## src/common/plrs_pkg.sv

```systemverilog
package plrs_pkg;
  // ----------------------------------------
  // Timing
  // ----------------------------------------
  localparam int unsigned REF_CLK_MHZ = 25;
  localparam int unsigned SETTLE_TIME_NS = 1000;
  localparam int unsigned SETTLE_CYC = (SETTLE_TIME_NS * REF_CLK_MHZ + 999) / 1000;
  localparam int unsigned SLIP_WAIT_CYC = 3;
  localparam int unsigned WD_TIMEOUT_CYC = 65536;
  localparam int unsigned LOCK_SEQ_MIN = 5;
  localparam int unsigned CNT_W = 8;
  localparam int unsigned TMR_W = 8;

  // ----------------------------------------
  // Register map
  // ----------------------------------------
  localparam logic [7:0] ADDR_CTRL = 8'h00;
  localparam logic [7:0] ADDR_STATUS = 8'h04;
  localparam logic [7:0] ADDR_COUNT = 8'h08;
  localparam logic [7:0] ADDR_DEBUG = 8'h0C;
  localparam int unsigned CTRL_START_BIT = 0;
  localparam int unsigned CTRL_WDEN_BIT = 1;
  localparam int unsigned CTRL_TGT_LSB = 4;
  localparam int unsigned CTRL_TGT_W = 4;
  localparam logic [CTRL_TGT_W-1:0] CTRL_TGT_RESET = 4'h5;
  localparam logic CTRL_WDEN_RESET = 1'b1;
  localparam int unsigned DEBUG_FLAG_BIT = 0;
  localparam int unsigned ST_FIELD_LSB = 0;
  localparam int unsigned ST_DONE_BIT = 4;
  localparam int unsigned ST_WDFIRED_BIT = 5;
  localparam int unsigned ST_FIRSTOK_BIT = 6;
  localparam int unsigned CNT_SLIP_LSB = 8;

  typedef enum logic [3:0] {
    ST_IDLE = 4'h0,
    ST_DISABLE = 4'h1,
    ST_LOCK_START = 4'h2,
    ST_LOCK_WAIT = 4'h3,
    ST_ARM = 4'h4,
    ST_SELECT = 4'h5,
    ST_SLIP_CHECK = 4'h6,
    ST_DONE = 4'h7
  } plrs_state_t;

  typedef struct packed {
    logic enable;
    logic lock_start;
    logic clk_sel;
  } plrs_loop_ctl_t;
endpackage

```

## src/core/plrs_watchdog.sv

```systemverilog
`timescale 1ns/1ns
module plrs_watchdog #(
  parameter int unsigned TIMEOUT = plrs_pkg::WD_TIMEOUT_CYC,
  parameter int unsigned CW = 17
) (
  input wire logic ref_clk_i,
  input wire logic rst_i,
  input wire logic arm_i,
  input wire logic kick_i,
  output logic fire_o
);
  logic [CW-1:0] cnt_r;
  logic [CW-1:0] cnt_nxt;
  logic fire_nxt;

  // ----------------------------------------
  // Timeout counter on the reference clock
  // ----------------------------------------
  always_comb
  begin
    cnt_nxt = cnt_r + {{(CW-1){1'b0}}, 1'b1};
    fire_nxt = 1'b0;
    if (!arm_i || kick_i)
    begin
      cnt_nxt = '0;
    end
    else if (cnt_r == CW'(TIMEOUT - 1))
    begin
      cnt_nxt = '0;
      fire_nxt = 1'b1;
    end
  end

  always_ff @(posedge ref_clk_i or posedge rst_i)
  begin
    if (rst_i)
    begin
      cnt_r <= '0;
      fire_o <= 1'b0;
    end
    else
    begin
      cnt_r <= cnt_nxt;
      fire_o <= fire_nxt;
    end
  end
endmodule

```

## src/core/plrs_sequencer.sv

```systemverilog
// Notes on behaviour
// - A set lock flag alone never proves the loop clock runs.
// - After a good start, later relocks need only one sequence.
// - Never select a loop that is not enabled; CPU would halt.
// - Watchdog counts on reference clock, independent of loop output.
// - Watchdog expiry resets and repeats the loop bring-up.
`timescale 1ns/1ns
module plrs_sequencer #(
  parameter int unsigned WD_TIMEOUT = plrs_pkg::WD_TIMEOUT_CYC
) (
  input wire logic ref_clk_i,
  input wire logic rst_i,
  input wire logic hsel_i,
  input wire logic [31:0] haddr_i,
  input wire logic [1:0] htrans_i,
  input wire logic hwrite_i,
  input wire logic [2:0] hsize_i,
  input wire logic [31:0] hwdata_i,
  input wire logic hready_i,
  output logic [31:0] hrdata_o,
  output logic hreadyout_o,
  output logic hresp_o,
  input wire logic lock_status_flag_i,
  input wire logic slip_flag_i,
  input wire logic heartbeat_i,
  output plrs_pkg::plrs_loop_ctl_t loop_ctl_o,
  output logic watchdog_reset_o,
  output logic done_o
);
  localparam int unsigned CW = plrs_pkg::CNT_W;
  localparam int unsigned TW = plrs_pkg::TMR_W;
  localparam int unsigned GW = plrs_pkg::CTRL_TGT_W;

  plrs_pkg::plrs_state_t state_r, state_nxt;
  plrs_pkg::plrs_loop_ctl_t loop_ctl_nxt;
  logic [TW-1:0] tmr_r, tmr_nxt;
  logic [CW-1:0] lock_cnt_r, lock_cnt_nxt;
  logic [CW-1:0] slip_cnt_r, slip_cnt_nxt;
  logic [CW-1:0] seq_tgt_r, seq_tgt_nxt;
  logic [GW-1:0] ctrl_tgt_r, ctrl_tgt_nxt;
  logic ctrl_wden_r, ctrl_wden_nxt;
  logic dbg_flag_r, dbg_flag_nxt;
  logic wd_arm_r, wd_arm_nxt;
  logic wd_fired_r, wd_fired_nxt;
  logic first_ok_r, first_ok_nxt;
  logic done_nxt;
  logic wr_pend_r, wr_pend_nxt;
  logic [7:0] wr_addr_r, wr_addr_nxt;
  logic [31:0] hrdata_nxt;
  logic lk_s1_r, lk_s2_r, sl_s1_r, sl_s2_r, hb_s1_r, hb_s2_r, hb_s3_r;
  logic wd_fire;
  logic kick;
  logic start;
  logic acc;

  // ----------------------------------------
  // Pin synchronisers and watchdog
  // ----------------------------------------
  always_ff @(posedge ref_clk_i or posedge rst_i)
  begin
    if (rst_i)
    begin
      lk_s1_r <= 1'b0;
      lk_s2_r <= 1'b0;
      sl_s1_r <= 1'b0;
      sl_s2_r <= 1'b0;
      hb_s1_r <= 1'b0;
      hb_s2_r <= 1'b0;
      hb_s3_r <= 1'b0;
    end
    else
    begin
      lk_s1_r <= lock_status_flag_i;
      lk_s2_r <= lk_s1_r;
      sl_s1_r <= slip_flag_i;
      sl_s2_r <= sl_s1_r;
      hb_s1_r <= heartbeat_i;
      hb_s2_r <= hb_s1_r;
      hb_s3_r <= hb_s2_r;
    end
  end

  assign kick = hb_s2_r ^ hb_s3_r;

  plrs_watchdog #(
    .TIMEOUT(WD_TIMEOUT),
    .CW(32)
  ) u_wdog (
    .ref_clk_i(ref_clk_i),
    .rst_i(rst_i),
    .arm_i(wd_arm_r),
    .kick_i(kick),
    .fire_o(wd_fire)
  );

  assign watchdog_reset_o = wd_fire;

  // ----------------------------------------
  // Register access
  // ----------------------------------------
  function automatic logic [31:0] read_mux(input logic [7:0] a);
    logic [31:0] d;
    d = '0;
    unique case (a)
      plrs_pkg::ADDR_CTRL:
      begin
        d[plrs_pkg::CTRL_WDEN_BIT] = ctrl_wden_r;
        d[plrs_pkg::CTRL_TGT_LSB +: GW] = ctrl_tgt_r;
      end
      plrs_pkg::ADDR_STATUS:
      begin
        d[plrs_pkg::ST_FIELD_LSB +: 4] = state_r;
        d[plrs_pkg::ST_DONE_BIT] = done_o;
        d[plrs_pkg::ST_WDFIRED_BIT] = wd_fired_r;
        d[plrs_pkg::ST_FIRSTOK_BIT] = first_ok_r;
      end
      plrs_pkg::ADDR_COUNT:
      begin
        d[0 +: CW] = lock_cnt_r;
        d[plrs_pkg::CNT_SLIP_LSB +: CW] = slip_cnt_r;
      end
      plrs_pkg::ADDR_DEBUG: d[plrs_pkg::DEBUG_FLAG_BIT] = dbg_flag_r;
      default: d = '0;
    endcase
    return d;
  endfunction

  assign acc = hsel_i && htrans_i[1] && hready_i;
  assign start = wr_pend_r && wr_addr_r == plrs_pkg::ADDR_CTRL && hwdata_i[plrs_pkg::CTRL_START_BIT];

  // ----------------------------------------
  // Sequencer and registers, next values
  // ----------------------------------------
  always_comb
  begin
    wr_pend_nxt = acc && hwrite_i;
    wr_addr_nxt = acc ? haddr_i[7:0] : wr_addr_r;
    hrdata_nxt = (acc && !hwrite_i) ? read_mux(haddr_i[7:0]) : hrdata_o;
    ctrl_tgt_nxt = ctrl_tgt_r;
    ctrl_wden_nxt = ctrl_wden_r;
    dbg_flag_nxt = dbg_flag_r;
    if (wr_pend_r && wr_addr_r == plrs_pkg::ADDR_CTRL)
    begin
      ctrl_wden_nxt = hwdata_i[plrs_pkg::CTRL_WDEN_BIT];
      ctrl_tgt_nxt = hwdata_i[plrs_pkg::CTRL_TGT_LSB +: GW];
    end
    if (wr_pend_r && wr_addr_r == plrs_pkg::ADDR_DEBUG)
    begin
      dbg_flag_nxt = hwdata_i[plrs_pkg::DEBUG_FLAG_BIT];
    end
    state_nxt = state_r;
    loop_ctl_nxt = loop_ctl_o;
    loop_ctl_nxt.lock_start = 1'b0;
    tmr_nxt = tmr_r;
    lock_cnt_nxt = lock_cnt_r;
    slip_cnt_nxt = slip_cnt_r;
    seq_tgt_nxt = seq_tgt_r;
    wd_arm_nxt = wd_arm_r;
    wd_fired_nxt = wd_fired_r;
    first_ok_nxt = first_ok_r;
    done_nxt = done_o;
    unique case (state_r)
      plrs_pkg::ST_IDLE:
      begin
        if (start)
        begin
          state_nxt = plrs_pkg::ST_DISABLE;
          lock_cnt_nxt = '0;
          slip_cnt_nxt = '0;
          wd_fired_nxt = 1'b0;
          done_nxt = 1'b0;
          tmr_nxt = '0;
          if (first_ok_r)
          begin
            seq_tgt_nxt = CW'(1);
          end
          else if (ctrl_tgt_r < GW'(plrs_pkg::LOCK_SEQ_MIN))
          begin
            seq_tgt_nxt = CW'(plrs_pkg::LOCK_SEQ_MIN);
          end
          else
          begin
            seq_tgt_nxt = CW'(ctrl_tgt_r);
          end
        end
      end
      plrs_pkg::ST_DISABLE:
      begin
        loop_ctl_nxt.enable = 1'b0;
        loop_ctl_nxt.clk_sel = 1'b0;
        tmr_nxt = tmr_r + TW'(1);
        if (tmr_r == TW'(plrs_pkg::SETTLE_CYC - 1))
        begin
          state_nxt = plrs_pkg::ST_LOCK_START;
        end
      end
      plrs_pkg::ST_LOCK_START:
      begin
        loop_ctl_nxt.enable = 1'b1;
        loop_ctl_nxt.lock_start = 1'b1;
        state_nxt = plrs_pkg::ST_LOCK_WAIT;
      end
      plrs_pkg::ST_LOCK_WAIT:
      begin
        if (lk_s2_r)
        begin
          lock_cnt_nxt = lock_cnt_r + CW'(1);
          tmr_nxt = '0;
          // Lock flag only ends one sequence, more may follow
          state_nxt = (lock_cnt_r + CW'(1) >= seq_tgt_r) ? plrs_pkg::ST_ARM : plrs_pkg::ST_DISABLE;
        end
      end
      plrs_pkg::ST_ARM:
      begin
        wd_arm_nxt = ctrl_wden_r;
        state_nxt = plrs_pkg::ST_SELECT;
      end
      plrs_pkg::ST_SELECT:
      begin
        loop_ctl_nxt.clk_sel = 1'b1;
        tmr_nxt = '0;
        state_nxt = plrs_pkg::ST_SLIP_CHECK;
      end
      plrs_pkg::ST_SLIP_CHECK:
      begin
        tmr_nxt = tmr_r + TW'(1);
        if (tmr_r == TW'(plrs_pkg::SLIP_WAIT_CYC - 1))
        begin
          tmr_nxt = '0;
          if (sl_s2_r)
          begin
            loop_ctl_nxt.clk_sel = 1'b0;
            slip_cnt_nxt = slip_cnt_r + CW'(1);
            wd_arm_nxt = 1'b0;
            seq_tgt_nxt = lock_cnt_r + CW'(1);
            state_nxt = plrs_pkg::ST_DISABLE;
          end
          else
          begin
            done_nxt = 1'b1;
            first_ok_nxt = 1'b1;
            dbg_flag_nxt = 1'b0;
            state_nxt = plrs_pkg::ST_DONE;
          end
        end
      end
      plrs_pkg::ST_DONE:
      begin
        if (start)
        begin
          done_nxt = 1'b0;
          wd_arm_nxt = 1'b0;
          tmr_nxt = '0;
          lock_cnt_nxt = '0;
          seq_tgt_nxt = CW'(1);
          state_nxt = plrs_pkg::ST_DISABLE;
        end
      end
      default: state_nxt = plrs_pkg::ST_IDLE;
    endcase
    if (state_r == plrs_pkg::ST_DISABLE || state_r == plrs_pkg::ST_LOCK_START || state_r == plrs_pkg::ST_LOCK_WAIT)
    begin
      dbg_flag_nxt = 1'b1;
    end
    if (wd_fire)
    begin
      // Expiry restarts the full bring-up, good-start flag cleared
      state_nxt = plrs_pkg::ST_DISABLE;
      loop_ctl_nxt = '0;
      tmr_nxt = '0;
      lock_cnt_nxt = '0;
      seq_tgt_nxt = CW'(plrs_pkg::LOCK_SEQ_MIN);
      wd_arm_nxt = 1'b0;
      wd_fired_nxt = 1'b1;
      first_ok_nxt = 1'b0;
      done_nxt = 1'b0;
      dbg_flag_nxt = 1'b1;
    end
  end

  // ----------------------------------------
  // State registers
  // ----------------------------------------
  always_ff @(posedge ref_clk_i or posedge rst_i)
  begin
    if (rst_i)
    begin
      state_r <= plrs_pkg::ST_IDLE;
      loop_ctl_o <= '0;
      tmr_r <= '0;
      lock_cnt_r <= '0;
      slip_cnt_r <= '0;
      seq_tgt_r <= CW'(plrs_pkg::LOCK_SEQ_MIN);
      ctrl_tgt_r <= plrs_pkg::CTRL_TGT_RESET;
      ctrl_wden_r <= plrs_pkg::CTRL_WDEN_RESET;
      dbg_flag_r <= 1'b0;
      wd_arm_r <= 1'b0;
      wd_fired_r <= 1'b0;
      first_ok_r <= 1'b0;
      done_o <= 1'b0;
      wr_pend_r <= 1'b0;
      wr_addr_r <= '0;
      hrdata_o <= '0;
      hreadyout_o <= 1'b0;
      hresp_o <= 1'b0;
    end
    else
    begin
      state_r <= state_nxt;
      loop_ctl_o <= loop_ctl_nxt;
      tmr_r <= tmr_nxt;
      lock_cnt_r <= lock_cnt_nxt;
      slip_cnt_r <= slip_cnt_nxt;
      seq_tgt_r <= seq_tgt_nxt;
      ctrl_tgt_r <= ctrl_tgt_nxt;
      ctrl_wden_r <= ctrl_wden_nxt;
      dbg_flag_r <= dbg_flag_nxt;
      wd_arm_r <= wd_arm_nxt;
      wd_fired_r <= wd_fired_nxt;
      first_ok_r <= first_ok_nxt;
      done_o <= done_nxt;
      wr_pend_r <= wr_pend_nxt;
      wr_addr_r <= wr_addr_nxt;
      hrdata_o <= hrdata_nxt;
      hreadyout_o <= 1'b1;
      hresp_o <= 1'b0;
    end
  end
endmodule

```

## config.mk

```make
export PLATFORM = sky130hd
export DESIGN_NAME = plrs_sequencer
export DESIGN_NICKNAME = d
export VERILOG_FILES = /design/src/common/plrs_pkg.sv /design/src/core/plrs_watchdog.sv /design/src/core/plrs_sequencer.sv
export SDC_FILE = /design/constraint.sdc
export NUM_CORES = 1
export LEC_CHECK = 0
export BUFFER_PORTS_ARGS = -buffer_cell sky130_fd_sc_hd__buf_2
export CORE_MARGIN = 2
export CORE_UTILIZATION = 52
export DETAILED_ROUTE_END_ITERATION = 10
export PLACE_DENSITY_LB_ADDON = 0.08
export SYNTH_ARGS = -nofsm -noshare
export SYNTH_HDL_FRONTEND = slang
export SYNTH_HIERARCHICAL = 1
export SYNTH_SLANG_ARGS = --single-unit
```

## constraint.sdc

```tcl
create_clock -name ref_clk_i -period 3.7 [get_ports ref_clk_i]
set_input_delay 1.11 -clock ref_clk_i [delete_from_list [all_inputs] [get_ports ref_clk_i]]
set_output_delay 1.11 -clock ref_clk_i [all_outputs]
set_load 0.03 [all_outputs]
```

# --- Word-level counts from Yosys, hierarchy flattened ---
# Index checks and enable logic that the tools add are counted.
classes:
  reduce_logical: 38
  addsub: 4
  n_mux: 60
  n_lt_le_gt_ge: 2
  bitwise_logic: 1
  n_eq_ne: 26
ops:
  columns: ["op", "n"]
  rows:
  - ["two-way mux 8 bit", 14]
  - ["two-way mux 32 bit", 2]
  - ["one-hot mux 8 bit (5 select lines)", 1]
  - ["adder 32 x 1 -> 32 bit, second input constant", 1]
  - ["== test 32 x 16 -> 1 bit, second input constant", 1]
  - ["one-hot mux 8 bit (2 select lines)", 2]
  - ["two-way mux 4 bit", 7]
  - ["one-hot mux 4 bit (7 select lines)", 1]
  - ["adder 8 x 1 -> 8 bit, second input constant", 3]
  - ["== test 8 x 4 -> 1 bit, second input constant", 3]
  - ["one-hot mux 8 bit (3 select lines)", 1]
  - ["inequality test 3 x 2 -> 1 bit, second input constant", 7]
  - ["two-way mux 1 bit", 20]
  - ["== test 4 x 3 -> 1 bit, second input constant", 4]
  - ["logical NOT 8 bit", 2]
  - ["AND reduction 4 bit", 4]
  - ["one-hot mux 1 bit (3 select lines)", 4]
  - ["AND reduction 3 bit", 4]
  - ["nonzero test 4 bit", 3]
  - ["nonzero test 2 bit", 5]
  - ["two-way mux 3 bit", 3]
  - ["one-hot mux 3 bit (3 select lines)", 1]
  - ["nonzero test 3 bit", 3]
  - ["== test 4 x 2 -> 1 bit, second input constant", 2]
  - ["other kinds (20)", 33]
word_totals:
  out_inout_bits: 39
  inputBits: 77
  regBits: 115
  elab_cells: 159

# --- Longest topological paths before layout ---
depth:
  ltp_word: 8
  depth_mapped: 11
  depth_no_buf: 11

# --- By module ---
# The synthesis kept the hierarchy.
by_module_without_submodules:
  columns: ["module", "cells_per_inst", "n_inst", "seq_area_each_um2", "area_each_um2"]
  rows:
  - ["plrs_sequencer", 447, 1, 2033.2, 4325.4]
  - ["plrs_watchdog", 189, 1, 825.8, 1749.2]

# --- Worst setup path before layout ---
# OpenSTA, ideal clock, no wires.
synth_path:
  kind: "input-to-reg"
  from: "input hready_i"
  to: "register hrdata_o[10]"
  path_stages: 7
  slack_ps: 882
  required_time_ps: 3634
  arrival_ps: 2752
  setup_time_ps: 66
  path_buffers: 2
  path_cell_list: "nand3_2 nand2b_1 clkbuf_1 or4_1 clkbuf_1 nor3b_4 a22o_1"
synth_between:
  elab_chain_cells: 2
synth_rtl:
  columns: ["element", "line_no", "text"]
  rows:
  - ["from (decl)", "plrs_sequencer.sv:19", "input wire logic hready_i,"]
  - ["logical AND 1 bit", "plrs_sequencer.sv:128", "assign acc = hsel_i && htrans_i[1] && hready_i;"]
  - ["logical AND 1 bit", "plrs_sequencer.sv:138", "hrdata_nxt = (acc && !hwrite_i) ? read_mux(haddr_i[7:0]) : hrdata_o;"]
  - ["to (signal assigned)", "plrs_sequencer.sv:324", "hrdata_o <= hrdata_nxt;"]
  - ["to (decl)", "plrs_sequencer.sv:20", "output logic [31:0] hrdata_o,"]
# No other way between the ends.
# A chain may end at the register's enable or synchronous reset.

# --- Worst setup path in the final report ---
layout_path:
  from: "register lock_cnt_r[0]"
  to: "register state_r[0]"
layout_between:
  elab_chain_cells: 6
layout_rtl:
  columns: ["element", "line_no", "text"]
  rows:
  - ["from (decl)", "plrs_sequencer.sv:37", "logic [CW-1:0] lock_cnt_r, lock_cnt_nxt;"]
  - ["from (signal assigned)", "plrs_sequencer.sv:312", "lock_cnt_r <= lock_cnt_nxt;"]
  - ["adder 8 x 1 -> 8 bit", "plrs_sequencer.sv:210", "state_nxt = (lock_cnt_r + CW'(1) >= seq_tgt_r) ? plrs_pkg::ST_ARM : plrs_pkg::ST_DISABLE;"]
  - [">= comparator 8 bit", "plrs_sequencer.sv:210", null]
  - ["two-way mux 3 bit", "plrs_sequencer.sv:210", null]
  - ["two-way mux 4 bit", "plrs_sequencer.sv:205", "if (lk_s2_r)"]
  - ["one-hot mux 4 bit (7 select lines)", "plrs_sequencer.sv:162", "unique case (state_r)"]
  - ["two-way mux 4 bit", "plrs_sequencer.sv:265", "if (wd_fire)"]
  - ["to (signal assigned)", "plrs_sequencer.sv:288", "state_r <= plrs_pkg::ST_IDLE;"]
  - ["to (signal assigned)", "plrs_sequencer.sv:309", "state_r <= state_nxt;"]
  - ["to (decl)", "plrs_sequencer.sv:34", "plrs_pkg::plrs_state_t state_r, state_nxt;"]
# No other way between the ends. The select of a mux whose other input is x is not followed.

==> results <==
- The path depth of the worst reg2reg path is 11.
- The reported max-cap violation count is 0.
- The endpoint of the most critical setup path is state_r[0].
- A synthesized cell averages 9.55 µm².
- Headroom to the max-slew limit came out at 41.6%.
- The clock tree from TritonCTS is done.
- The number of clock buffers added by TritonCTS is 17.
- The total area inside the core boundary comes to 11400 µm².
- Counting along the longest clock path gives a buffer depth of 2.
- The final wirelength is 13700 µm.
- The first-pass iteration count of the detailed router is 4.
- In this run, the clock network consumes 39.3% of the power.
- The cell area power density is 646 nW/µm².
- The internal power contribution is 3.08 mW.
- The power share of the sequential group is about 37%.
- The part of the Yosys area used for sequential elements is 47.1%.
- Global routing used 23.6% of the available tracks across all layers.
- Counting the fill cells in the layout gives 992.
- The cts-stage hold buffer count is 0.
- The cell type with the highest occurrence count on the critical path is sky130_fd_sc_hd__nand3_1.
- The netlist uses between 60 and 70 different library cells.
- The first-pass GRT wire length is 23800 µm.
- The final count of pins violating max slew is 0.
- The post-route clock period utilization is 76.0%.
- For this configuration, the core starts out at a cell density of 53.2%.
- The met3 usage is 7.13%.
- The placed instances occupy a cell area of 6340 µm².
- Summed over all nets, the half-perimeter wirelength after detailed placement is 9610 µm.
- The fraction of power spent switching nets is 31.8%.
- STA classifies the critical path startpoint as a flip-flop.
- Across all register-to-register paths, the minimum setup slack is slightly below 900 ps.
- The number of cells produced by synthesis is 636.
- Dividing the detail-routed wire length by the instance count gives 16.5 µm.
- The detailed-route DRC error count is 0.
- Entering global routing, the biggest net connects 44 pins.
- The startpoint of the most critical register-to-register path is lock_cnt_r[0].
- Global routing used 30.3% of the available met1 tracks.
- The signal on the critical path passes through and3_1 -> nand3_1 -> nor2_1 -> xnor2_1 -> inv_1 -> ha_1 -> and4b_1 -> nand3_1 -> o21ai_0 -> o311ai_0 -> mux2_2.
- The number of routed nets with antenna violations is 0.
- Of all flip-flops after synthesis, the portion carrying an async set or reset was 100%.
- The die covers 12600 µm².
- The final count of hold timing violations is 0.
- The area growth from synthesis to layout is 15.0%.
- The leakage component of the power is 3.06 nW.
- The net count of the finished layout is 767.
- The number of buffers inserted to repair setup after CTS is 0.
- The first-iteration detailed-routing DRC count is 327.
- The endpoint of the most critical register-to-register path is state_r[0].
- The worst ir drop on vdd is around 0.47 mV.
- The CTS sink count is 114.
- The total number of placement rows is 39.
- The final clock skew is 6.83 ps.
- The number of top-level design ports is 116.
- The number of antenna violations at the first check in global routing came to 0.
- The post-cts gate resize count is 0.
- The detailed-route via count is 4828.
- Setup repair after global routing left no endpoint under its margin.
- The register clock-pin slew on the reported worst setup and hold paths is 50 ps.
- The routed via count divided by cell count is 5.80.
- The top cell types in the final layout, fill and taps aside, are sky130_fd_sc_hd__dfrtp_1, sky130_fd_sc_hd__nand2_1, sky130_fd_sc_hd__nor2_1, sky130_fd_sc_hd__o21ai_0, sky130_fd_sc_hd__buf_2.
- The post-route setup TNS is 0 ps.
- Data on the critical path is required at its endpoint by 3990 ps.
- The synthesized netlist occupies a cell area of roughly 6100 µm².
- The H-tree generated during clock tree synthesis spans 4 levels.
- The final setup violation count is 0.
- Counting flops and latches in the post-synthesis netlist gives around 110.
- On the critical path, the stage with the largest delay is an instance of sky130_fd_sc_hd__dfrtp_1.
- The number of global-route vias before repair came to ~5000.
- During placement, the flow inserted port buffers numbering 44.
- The launch point of the worst path is lock_cnt_r[0].
- The class of the most critical setup path is reg2reg.
- The routability-driven placement congestion ratio is 0.801.
- The total congestion overflow after global routing is 0.
- After routing the design area is approximately 7000 µm².
- The flow ran to the end, and the final reports show no timing, DRC or antenna violations.
- The clock reaches the later pin of the worst-skew pair after 410 ps.
- The upper clock frequency limit is roughly 360 MHz.
- The most instantiated flip-flop cell in the synthesis netlist is sky130_fd_sc_hd__dfrtp_1.
- The worst min-delay path class is reg2reg.
- The die is 112 µm tall.
- The share of total power dissipated in combinational logic is roughly a quarter.
- For met2 alone, demand over resource in global routing was 38.8%.
- Clock tree synthesis selected as its root buffer the cell sky130_fd_sc_hd__clkbuf_16.
- At the pin with the least slew margin, the transition time is ~870 ps.
- The floorplan step set the die width to around 110 µm.
- In this run the power spent charging and discharging nets is 1.43 mW.
- The post-route netlist has 17.0% of its cells at a drive strength greater than 1.
- The element type at the critical path end is a flip-flop.
- The shortest clock period the worst path allows after layout is 2810 ps.
- The peak fanout along the critical path is 8.
- The data arrival time of the critical path is 3110 ps.
- The library cell used most frequently in the layout, excluding fill and tap cells, is sky130_fd_sc_hd__dfrtp_1.
- The number of inserted diodes is 0.
- The peak-usage layer in the global routing report is met2.
- On the worst path, the slowest cell contributes a delay of roughly 500 ps.
- Yosys printed 6 warnings.
- The count of flip-flops with a built-in enable after synthesis is 0.
[layout make-up]
type	count	area, µm²	share of cell area (%)
clock buffer	21	460	6.59
clock inverter	11	183	2.62
inverter	30	114	1.63
multi-input combinational	462	2910	41.6
sequential	114	2860	40.9
tap	143	179	2.56
timing repair buffer	51	285	4.08
[power by group through the flow]
| stage | sequential [mW] | combinational, mW | clock, mW |
|---|---|---|---|
| 2_1_floorplan | 1.59 | 0.874 | 0 |
| 3_3_place_gp | 1.67 | 1.05 | 0 |
| 3_5_place_dp | 1.68 | 1.07 | 0 |
| 4_1_cts | 1.66 | 1.08 | 1.81 |
| 5_1_grt | 1.69 | 1.23 | 1.87 |
| 6_report | 1.66 | 1.08 | 1.77 |
[registers in the layout (all words and copies together) (netlist names), 3 cells and up]
register      flops
lock_cnt_r        8
loop_ctl_o        3
slip_cnt_r        8
wr_addr_r         8
tmr_r             8
u_wdog/cnt_r     32
ctrl_tgt_r        4
seq_tgt_r         8
state_r           3
hrdata_o         16
[worst min path at each step]
stage / from / to / slack (ps) / cells after the start
2_1_floorplan: hb_s1_r / hb_s2_r / 330 / 0
3_3_place_gp: sl_s1_r / sl_s2_r / 330 / 0
3_5_place_dp: hb_s1_r / hb_s2_r / 350 / 0
4_1_cts: hb_s1_r / hb_s2_r / 360 / 0
5_1_grt: hb_s1_r / hb_s2_r / 360 / 0
6_report: hb_s1_r / hb_s2_r / 350 / 0
[worst max-delay path: cells and delay by family, from the launching register on]
family          cells  cell delay, ps
mux                 1             300
buf+inv             1              90
simple gates        5             850
fa+ha+maj           1             330
flops               1             500
compound gates      2             410
xor+xnor            1             210
[kinds of logic after synthesis]
kind of cell | share of synthesized area, %
other | 0.124
AOI/OAI and AO/OA | 14.5
adders and majority gates | 2.88
buffers and inverters | 6.10
DFF | 47.1
muxes | 3.93
and+or+nand+nor | 22.1
xor gates and xnor gates | 3.32
[metrics by stage]
stage / std cells / power [mW] / hold slack, ps / utilization, % / setup WS (ps)
6_report: 832 / 4.51 / 353 / 61.2 / 888
5_1_grt: 832 / 4.80 / 357 / 61.2 / 613
4_1_cts: 832 / 4.54 / 359 / 61.2 / 880
3_5_place_dp: 800 / 2.75 / 348 / 55.5 / 636
3_3_place_gp: 800 / 2.72 / 333 / 55.5 / 670
2_1_floorplan: 652 / 2.46 / 331 / - / 518
[metal layers]
metal / vias up / wire, µm
met1: 2345 / 6110
met3: 11 / 672
met2: 124 / 6780
met4: 0 / 141
met5: - / 0
li1: 2348 / -
[synthesized netlist by cell type (all sizes together) (12+ instances only)]
master  number  area (µm²)
nor2        45         169
or3         12        75.1
o21ai       48         240
a21oi       42         210
xor2        12         105
inv         30         113
ha          14         175
nor4        14         103
mux2        15         169
clkbuf      20        75.1
buf         26         183
nor3        13        65.1
nand4       16         115
nand2       52         195
nand3       29         150
dfrtp      109        2730
No activity file was read; power rests on OpenSTA's default activity.
